==> src/shared/tlic_regs.svh <==
// Operation
// - each source has its own priority bit choosing low or high level
// - high level preempts a low routine; nothing preempts a high routine
// - reset clears every priority bit, so all sources start at low level
// - simultaneous requests: high level first, then fixed source order
// - order runs from external 0 down to crystal-valid; vectors 0x0003 step 8
// - pending requests are sampled and decoded on every clock outside a vector call
// - best response is five clocks: one to detect, four for the call
// - a request pending at interrupt return waits one more instruction
// - worst unblocked response is eighteen clocks including return and divide
// - equal or higher level in service defers a request past its return
// - enable bit 7 gates all sources globally
// - enable bit 6 is a plain software flag
// - enable bits 5..0 mask timer2, uart, timer1, ext1, timer0, ext0
// - priority register holds bits 5..0 for those six sources, 1 is high
// - priority bits 7..6 read as ones and ignore writes
// - first extended enable masks comparators, counter array, window, smbus, spi
// - second extended enable masks crystal-valid, ext7..4, conversion, timer3
// - second extended enable bit 6 reads zero; software writes only zero
// - extended level registers mirror the extended enable bit positions
// - pending flags set regardless of masks; masks only block the request
// - flag still set after return raises a new request after next instruction
`ifndef TLIC_REGS_SVH
`define TLIC_REGS_SVH

`define TLIC_ADDR_ENABLE     8'ha8
`define TLIC_ADDR_PRIORITY   8'hb8
`define TLIC_ADDR_EXT_EN1    8'he6
`define TLIC_ADDR_EXT_EN2    8'he7
`define TLIC_ADDR_EXT_LVL1   8'hf6
`define TLIC_ADDR_EXT_LVL2   8'hf7

`define TLIC_RESET_BYTE      8'h00
`define TLIC_GATE_BIT        7
`define TLIC_PRIO_RD_ONES    8'hc0
`define TLIC_PRIO_WR_MASK    8'h3f
`define TLIC_EXT2_RSV_MASK   8'h40

`define TLIC_NUM_SRC         22
`define TLIC_VEC_BASE        16'h0003
`define TLIC_VEC_STEP        16'h0008
`define TLIC_CALL_CYCLES     3'h4

`endif

==> src/shared/tlic_pkg.sv <==
`default_nettype none
package tlic_pkg;
    typedef struct packed {
        logic [7:0] addr;
        logic       wr;
        logic       rd;
        logic [7:0] wdata;
    } tlic_sfr_req_type;

    typedef enum logic {
        SEQ_RUN,
        SEQ_CALL
    } tlic_seq_type;
endpackage
`default_nettype wire

==> src/hdl/tlic_top.sv <==
`include "tlic_regs.svh"
`default_nettype none
module tlic_top
    import tlic_pkg::*;
(
    input  wire logic                     clk_sys,
    input  wire logic                     reset_n,
    input  wire logic                     ce,
    input  wire tlic_sfr_req_type         sfr_req,
    output var  logic [7:0]               sfr_rdata,
    input  wire logic [`TLIC_NUM_SRC-1:0] pend_flags,
    input  wire logic                     instr_end,
    input  wire logic                     interrupt_return_instr_end,
    output var  logic                     irq_req,
    output var  logic [15:0]              irq_vector,
    output var  logic                     call_active,
    output var  logic                     call_done,
    output var  logic                     in_service_high,
    output var  logic                     in_service_low
);

    logic                     rst_meta_n;
    logic                     rst_sync_n;
    logic [7:0]               basic_irq_enable;
    logic [7:0]               basic_irq_priority;
    logic [7:0]               extended_irq_enable_one;
    logic [7:0]               extended_irq_enable_two;
    logic [7:0]               extended_level_reg_one;
    logic [7:0]               extended_level_reg_two;
    logic                     global_irq_gate;
    logic [`TLIC_NUM_SRC-1:0] src_mask;
    logic [`TLIC_NUM_SRC-1:0] src_level;
    logic [`TLIC_NUM_SRC-1:0] elig_high;
    logic [`TLIC_NUM_SRC-1:0] elig_low;
    logic                     high_ok;
    logic                     low_ok;
    logic                     next_req;
    logic                     next_level;
    logic [4:0]               next_idx;
    logic                     req_level;
    logic                     call_start;
    logic                     interrupt_return_instr_seen;
    tlic_seq_type             seq_state;
    logic [2:0]               call_cnt;

    // lowest index wins inside a level
    function automatic logic [4:0] first_set(input logic [`TLIC_NUM_SRC-1:0] v);
        logic [4:0] r;
        r = 5'h00;
        for (int i = `TLIC_NUM_SRC - 1; i >= 0; i--)
        begin
            if (v[i])
            begin
                r = 5'(i);
            end
        end
        return r;
    endfunction

    function automatic logic [15:0] vec_of(input logic [4:0] idx);
        return 16'(`TLIC_VEC_BASE + `TLIC_VEC_STEP * {11'h000, idx});
    endfunction

    always_ff @(posedge clk_sys or negedge reset_n)
    begin
        if (!reset_n)
        begin
            rst_meta_n <= 1'b0;
            rst_sync_n <= 1'b0;
        end
        else
        begin
            rst_meta_n <= 1'b1;
            rst_sync_n <= rst_meta_n;
        end
    end

    // special function register writes
    always_ff @(posedge clk_sys or negedge rst_sync_n)
    begin
        if (!rst_sync_n)
        begin
            basic_irq_enable        <= `TLIC_RESET_BYTE;
            basic_irq_priority      <= `TLIC_RESET_BYTE;
            extended_irq_enable_one <= `TLIC_RESET_BYTE;
            extended_irq_enable_two <= `TLIC_RESET_BYTE;
            extended_level_reg_one  <= `TLIC_RESET_BYTE;
            extended_level_reg_two  <= `TLIC_RESET_BYTE;
        end
        else if (ce && sfr_req.wr)
        begin
            case (sfr_req.addr)
                `TLIC_ADDR_ENABLE:
                begin
                    basic_irq_enable <= sfr_req.wdata;
                end
                `TLIC_ADDR_PRIORITY:
                begin
                    basic_irq_priority <= sfr_req.wdata & `TLIC_PRIO_WR_MASK;
                end
                `TLIC_ADDR_EXT_EN1:
                begin
                    extended_irq_enable_one <= sfr_req.wdata;
                end
                `TLIC_ADDR_EXT_EN2:
                begin
                    extended_irq_enable_two <= sfr_req.wdata & ~`TLIC_EXT2_RSV_MASK;
                end
                `TLIC_ADDR_EXT_LVL1:
                begin
                    extended_level_reg_one <= sfr_req.wdata;
                end
                `TLIC_ADDR_EXT_LVL2:
                begin
                    extended_level_reg_two <= sfr_req.wdata & ~`TLIC_EXT2_RSV_MASK;
                end
                default:
                begin
                end
            endcase
        end
    end

    // read data, unmapped addresses read zero
    always_ff @(posedge clk_sys or negedge rst_sync_n)
    begin
        if (!rst_sync_n)
        begin
            sfr_rdata <= 8'h00;
        end
        else if (ce && sfr_req.rd)
        begin
            case (sfr_req.addr)
                `TLIC_ADDR_ENABLE:   sfr_rdata <= basic_irq_enable;
                `TLIC_ADDR_PRIORITY: sfr_rdata <= basic_irq_priority | `TLIC_PRIO_RD_ONES;
                `TLIC_ADDR_EXT_EN1:  sfr_rdata <= extended_irq_enable_one;
                `TLIC_ADDR_EXT_EN2:  sfr_rdata <= extended_irq_enable_two;
                `TLIC_ADDR_EXT_LVL1: sfr_rdata <= extended_level_reg_one;
                `TLIC_ADDR_EXT_LVL2: sfr_rdata <= extended_level_reg_two;
                default:             sfr_rdata <= 8'h00;
            endcase
        end
    end

    assign global_irq_gate = basic_irq_enable[`TLIC_GATE_BIT];
    // source rank equals bit index of these vectors
    assign src_mask  = {extended_irq_enable_two & ~`TLIC_EXT2_RSV_MASK,
                        extended_irq_enable_one,
                        basic_irq_enable[5:0]};
    assign src_level = {extended_level_reg_two & ~`TLIC_EXT2_RSV_MASK,
                        extended_level_reg_one,
                        basic_irq_priority[5:0]};

    genvar g;
    generate
        for (g = 0; g < `TLIC_NUM_SRC; g++)
        begin : g_src
            // flags arrive unmasked; masking only blocks the request
            assign elig_high[g] = pend_flags[g] & src_mask[g] & global_irq_gate
                                  & src_level[g];
            assign elig_low[g]  = pend_flags[g] & src_mask[g] & global_irq_gate
                                  & ~src_level[g];
        end
    endgenerate

    assign high_ok    = (|elig_high) && !in_service_high;
    assign low_ok     = (|elig_low) && !in_service_high && !in_service_low;
    assign next_req   = high_ok || low_ok;
    assign next_level = high_ok;
    assign next_idx   = high_ok ? first_set(elig_high) : first_set(elig_low);

    // a return's own end never starts a call, so one instruction follows
    assign interrupt_return_instr_seen  = instr_end && interrupt_return_instr_end;
    assign call_start = ce && instr_end && irq_req && !interrupt_return_instr_end
                        && (seq_state == SEQ_RUN);

    // request sampled and decoded every clock outside a vector call
    always_ff @(posedge clk_sys or negedge rst_sync_n)
    begin
        if (!rst_sync_n)
        begin
            irq_req    <= 1'b0;
            irq_vector <= `TLIC_VEC_BASE;
            req_level  <= 1'b0;
        end
        else if (ce)
        begin
            if (seq_state == SEQ_RUN && !call_start)
            begin
                irq_req    <= next_req;
                irq_vector <= vec_of(next_idx);
                req_level  <= next_level;
            end
            else
            begin
                irq_req <= 1'b0;
            end
        end
    end

    // vector call sequencer
    always_ff @(posedge clk_sys or negedge rst_sync_n)
    begin
        if (!rst_sync_n)
        begin
            seq_state   <= SEQ_RUN;
            call_cnt    <= 3'h0;
            call_active <= 1'b0;
            call_done   <= 1'b0;
        end
        else if (ce)
        begin
            call_done <= 1'b0;
            case (seq_state)
                SEQ_RUN:
                begin
                    if (call_start)
                    begin
                        seq_state   <= SEQ_CALL;
                        call_cnt    <= `TLIC_CALL_CYCLES - 3'h1;
                        call_active <= 1'b1;
                    end
                end
                SEQ_CALL:
                begin
                    if (call_cnt == 3'h0)
                    begin
                        seq_state   <= SEQ_RUN;
                        call_active <= 1'b0;
                    end
                    else
                    begin
                        call_cnt  <= call_cnt - 3'h1;
                        call_done <= (call_cnt == 3'h1);
                    end
                end
                default:
                begin
                    seq_state   <= SEQ_RUN;
                    call_active <= 1'b0;
                end
            endcase
        end
    end

    // in-service markers per level
    always_ff @(posedge clk_sys or negedge rst_sync_n)
    begin
        if (!rst_sync_n)
        begin
            in_service_high <= 1'b0;
            in_service_low  <= 1'b0;
        end
        else if (ce)
        begin
            if (call_start)
            begin
                if (req_level)
                begin
                    in_service_high <= 1'b1;
                end
                else
                begin
                    in_service_low <= 1'b1;
                end
            end
            else if (interrupt_return_instr_seen)
            begin
                if (in_service_high)
                begin
                    in_service_high <= 1'b0;
                end
                else
                begin
                    in_service_low <= 1'b0;
                end
            end
        end
    end
endmodule // tlic_top
`default_nettype wire

==> config.mk <==
export PLATFORM = sky130hd
export DESIGN_NAME = tlic_top
export DESIGN_NICKNAME = d
export VERILOG_FILES = /design/src/shared/tlic_pkg.sv /design/src/hdl/tlic_top.sv
export VERILOG_INCLUDE_DIRS = /design/src /design/src/shared
export SDC_FILE = /design/constraint.sdc
export NUM_CORES = 1
export LEC_CHECK = 0
export BUFFER_PORTS_ARGS = -buffer_cell sky130_fd_sc_hd__buf_2
export CORE_MARGIN = 2
export CORE_UTILIZATION = 50
export DETAILED_ROUTE_END_ITERATION = 6
export GPL_TIMING_DRIVEN = 0
export PLACE_DENSITY = 0.73
export SLEW_MARGIN = 20
export SYNTH_ARGS = -nofsm -noshare
export SYNTH_HDL_FRONTEND = slang
export SYNTH_SLANG_ARGS = --single-unit
==> constraint.sdc <==
create_clock -name clk_sys -period 4.8 [get_ports clk_sys]
set_input_delay 0.72 -clock clk_sys [delete_from_list [all_inputs] [get_ports clk_sys]]
set_output_delay 0.72 -clock clk_sys [all_outputs]
set_load 0.02 [all_outputs]
# After elaboration in Yosys (flattened, before gate mapping)
# Index checks and enable logic that the tools add are counted.
# word_totals
regBits	80
latchBits	0
ram_bits	0
romBits	0
output_inout_bits	29
memories	0
# op_classes
n_addsub	2
n_mul	0
div	0
order_cmp	0
n_eq_ne	13
n_shift	0
n_mux	63
bitwise_logic	106
reduce_logical	31
# ops
cell	n
$mux 5	43
$and 1x1->1	84
$eq 8x8->1 const B	6
$pmux 8 s6	1
$reduce_or 21->1	2
$not 1->1	22
$mux 1	14
$reduce_and 2->1	7
$logic_and 1x1->1	11
$add 2x8->9 const A	1
$reduce_and 3->1	3
$ne 2x2->1 const B	4
$mux 3	2
$pmux 3 s2	1
$logic_not 1->1	4
$ne 2x1->1 const B	2
$pmux 1 s2	2
$reduce_and 4->1	1
$eq 3x1->1 const B	1
$logic_not 3->1	1
$sub 3x1->3 const B	1
$reduce_bool 2->1	1
$logic_or 1x1->1	1

# Logic depth before layout (Yosys ltp)
# logic_depth
ltp_word	26
depth_mapped	10
ltp_nobuf	7

# Least setup slack after synthesis
# OpenSTA, ideal clock, no wires.
# synth_timing
kind	input -> register
start	input port sfr_req[14] in the netlist's numbering
end	register extended_level_reg_one[0]
setup_ps	125
arrival_time_ps	2122
required_ps	4675
path_slack_ps	2553
path_stages	5
path_buffers	2
cell_sequence	buf_2 -> buf_1 -> nand3_1 -> nor2_1 -> mux2_2
# synth_between
elab_chain_cells	2
# synth_lines
element	line_no	source
start: declaration	tlic_top.sv:9	input wire tlic_sfr_req_type sfr_req,
$eq 8x8->1	tlic_top.sv:92	case (sfr_req.addr)
$reduce_and 2->1 (no line)	-	
end signal: assignment	tlic_top.sv:87	extended_level_reg_one <= `TLIC_RESET_BYTE;
end signal: assignment	tlic_top.sv:111	extended_level_reg_one <= sfr_req.wdata;
end: declaration	tlic_top.sv:28	logic [7:0] extended_level_reg_one;
# No other way between the ends.
# A chain may end at the register's enable or synchronous reset.

# Worst setup path after layout
# layout_timing
start	input port sfr_req[13] in the netlist's numbering
end	register extended_irq_enable_two[2]
# layout_between
elab_chain_cells	2
# layout_lines
element	line_no	source
$eq 8x8->1	tlic_top.sv:92	
$reduce_and 2->1 (no line)	-	
end signal: assignment	tlic_top.sv:86	extended_irq_enable_two <= `TLIC_RESET_BYTE;
end signal: assignment	tlic_top.sv:107	extended_irq_enable_two <= sfr_req.wdata & ~`TLIC_EXT2_RSV_MASK;
end: declaration	tlic_top.sv:27	logic [7:0] extended_irq_enable_two;
# No other way between the ends.

==> flow_metrics.env <==
export IMPL_area_delta_synth_final_pct=17.4
export IMPL_die_y_um=95.3
export IMPL_tightest_slew_ns=0.967
export IMPL_min_period_ns=2.55
export IMPL_clock_path_buffers=2
export IMPL_drive_gt1_share_pct=31.9
export IMPL_antennaDiodeCount=0
export IMPL_vias_per_cell=6.22
export IMPL_finClkSkew_ns=0.0202
export IMPL_insertion_delay_ns=0.37
export IMPL_synth_edf_count=0
export IMPL_cp_num_buf_inv=1
export IMPL_fin_setup_tns_ns=0
export IMPL_first_pass_iters=6
export IMPL_hold_viol=0
export IMPL_path_clk_slew_ns=0.09
export IMPL_drt_wl_total_um=12100
export IMPL_critPathCaptureType="register"
export IMPL_synth_seq_cells=69
export IMPL_crit_path_start_kind="input port"
export IMPL_clkSinkCount=69
export IMPL_fin_nets=535
export IMPL_slowest_delay_ns=0.60
export IMPL_cp_startpoint="sfr_req[13]"
export IMPL_numCtsBuffers=9
export IMPL_totalPowerFinal_mw=1.28
export IMPL_cp_max_fo=9
export IMPL_synthTopCellsByArea="dfrtp_1 41%, mux2_2 14%, nand4b_1 3.8%, o21ai_0 3.1%, nand4_1 3.0%"
export IMPL_routabilityCongestion=0.961
export IMPL_synth_area_leader_cell="dfrtp_1"
export IMPL_nFillCells=713
export IMPL_status="complete, no violations"
export IMPL_place_hpwl_um=9110
export IMPL_final_cell_mix="68 x dfrtp_1, 64 x buf_2, 50 x mux2_2, 32 x nand2_1, 26 x o21ai_0"
export IMPL_post_cts_buffers=0
export IMPL_drc=0
export IMPL_grtUsageTotal_pct=28.1
export IMPL_seq_area_frac_synth_pct=41.4
export IMPL_path_class="in2reg"
export IMPL_antenna_found_initial=0
export IMPL_finalCritPeriodShare_pct=53.2
export IMPL_clock_root_buffer="clkbuf_8"
export IMPL_overflow=0
export IMPL_fin_util_pct=60.2
export IMPL_reg2reg_slack_ns=2.38
export IMPL_leakagePower_nw=2.40
export IMPL_layout_commonest_cell="dfrtp_1"
export IMPL_coreArea_um2=8130
export IMPL_synth_cell_types=58
export IMPL_port_buffers=60
export IMPL_final_antenna_net_count=0
export IMPL_grt_first_pass_wirelength_um=18700
export IMPL_relSlewSlack_pct=35.1
export IMPL_max_cap_violations=0
export IMPL_stdcell_count=597
export IMPL_hold_buffers=0
export IMPL_p_per_area_nw_per_um2=262
export IMPL_cts_resized=0
export IMPL_synthArstFlopShare_pct=100
export IMPL_drt_iter0_markers=280
export IMPL_die_area_um2=9090
export IMPL_hold_path_class="in2async"
export IMPL_netlist_area_um2=4170
export IMPL_dpl_cell_count=581
export IMPL_cp_data_arrival_time_ns=2.79
export IMPL_crit_required_ns=5.04
export IMPL_grt_pass1_vias=3415
export IMPL_peakVddDrop_mv=0.182
export IMPL_netlist_area_leader_share_pct=41.4
export IMPL_setup_viol=0
export IMPL_synthFlopType="dfrtp_1"
export IMPL_fmaxAchievable_ghz=0.392
export IMPL_syn_instance_count=405
export IMPL_rows=33
export IMPL_critical_path_top_delay_family="simple AND/OR/NAND/NOR gates"
export IMPL_drv_slew=0
export IMPL_die_w_um=95.3
export IMPL_start_util_pct=51.3
export IMPL_holdWs_ns=0.113
export IMPL_wl_per_cell_um=20.3
export IMPL_grt_max_degree=37
export IMPL_synth_area_per_cell_um2=10.3
export IMPL_io_pin_count=74
export IMPL_path_cells="buf_2 > nand4b_1 > nor2_1 > nand2_1 > nor3_2 > mux2_2"
export IMPL_htreeDepth=3
export IMPL_r2r_start="basic_irq_enable[7]"
export IMPL_rsz0062_at_grt="false"
export IMPL_slowest_stage="nor3_2"
export IMPL_ys_warn_count=0
export IMPL_cts_tree="built"
export IMPL_dr_total_vias=3716
## cell type report
class                           count  area (um2)  area share [%]
Multi-Input combinational cell    312        2270            46.3
Sequential cell                    69        1730            35.4
Timing Repair Buffer               61         320            6.54
Buffer                             28         190            3.89
Clock buffer                       10         138            2.81
Tap cell                          105         131            2.68
Clock inverter                      6        93.8            1.92
Inverter                            6        22.5           0.460
## metal layers
layer	wire, um	vias up	global-route usage, %
met5	0	-	0
met4	369	0	12.0
met3	886	29	5.53
met2	5570	178	42.9
met1	5280	1795	38.8
li1	-	1714	-
## registers in the layout, indices dropped and copies added, names as in the netlist
name and cells:
basic_irq_enable 8, extended_irq_enable_one 8, extended_level_reg_one 8, sfr_rdata 8
extended_irq_enable_two 7, extended_level_reg_two 7, basic_irq_priority 6, irq_vector 5
call_cnt 3, call_active 1, call_done 1, in_service_high 1
in_service_low 1, irq_req 1, req_level 1, rst_meta_n 1
rst_sync_n 1, seq_state 1
## metrics by stage
stage / setup slack [ns] / cell area (um2)
6_report: 2.25 / 4890
5_1_grt: 2.09 / 4890
3_3_place_gp: 1.92 / 4640
4_1_cts: 2.28 / 4890
2_1_floorplan: 2.55 / 4210
3_5_place_dp: 1.90 / 4660
## synth_stat cells (7+ instances only)
cell	n
a21oi_1	13
a222oi_1	7
a22o_1	8
and4_1	9
and4b_1	7
buf_4	13
dfrtp_1	69
mux2_2	50
nand2_1	32
nand3_1	11
nand4_1	20
nand4b_1	18
nor2_1	21
o21ai_0	26
## where the power goes
part	switching [mW]	leakage, nW	internal [mW]
registers	0.0194	0.948	0.594
clock network	0.252	0.113	0.310
logic	0.0626	1.34	0.0427
## final timing paths
path | depth (start not counted) | to
setup / recovery | 6 | extended_irq_enable_two[2]
hold / removal | 1 | rst_sync_n
setup reg to reg | 7 | irq_vector[4]
hold reg to reg | 0 | sfr_rdata[5]
max in group asynchronous | 1 | extended_level_reg_two[4]
min in group clk_sys | 0 | rst_sync_n
## kinds of logic (layout without fill, tap and decap cells)
group,count (synthesis),after routing,share of synthesized area (%)
DFF,69,69,41.4
buffers and inverters,34,111,5.10
adders and majority gates,3,3,0.900
muxes,53,53,14.2
AOI/OAI and AO/OA,90,90,14.9
and+or+nand+nor,154,154,23.3
other,2,12,0.180
(Power assumes the default switching activity.)
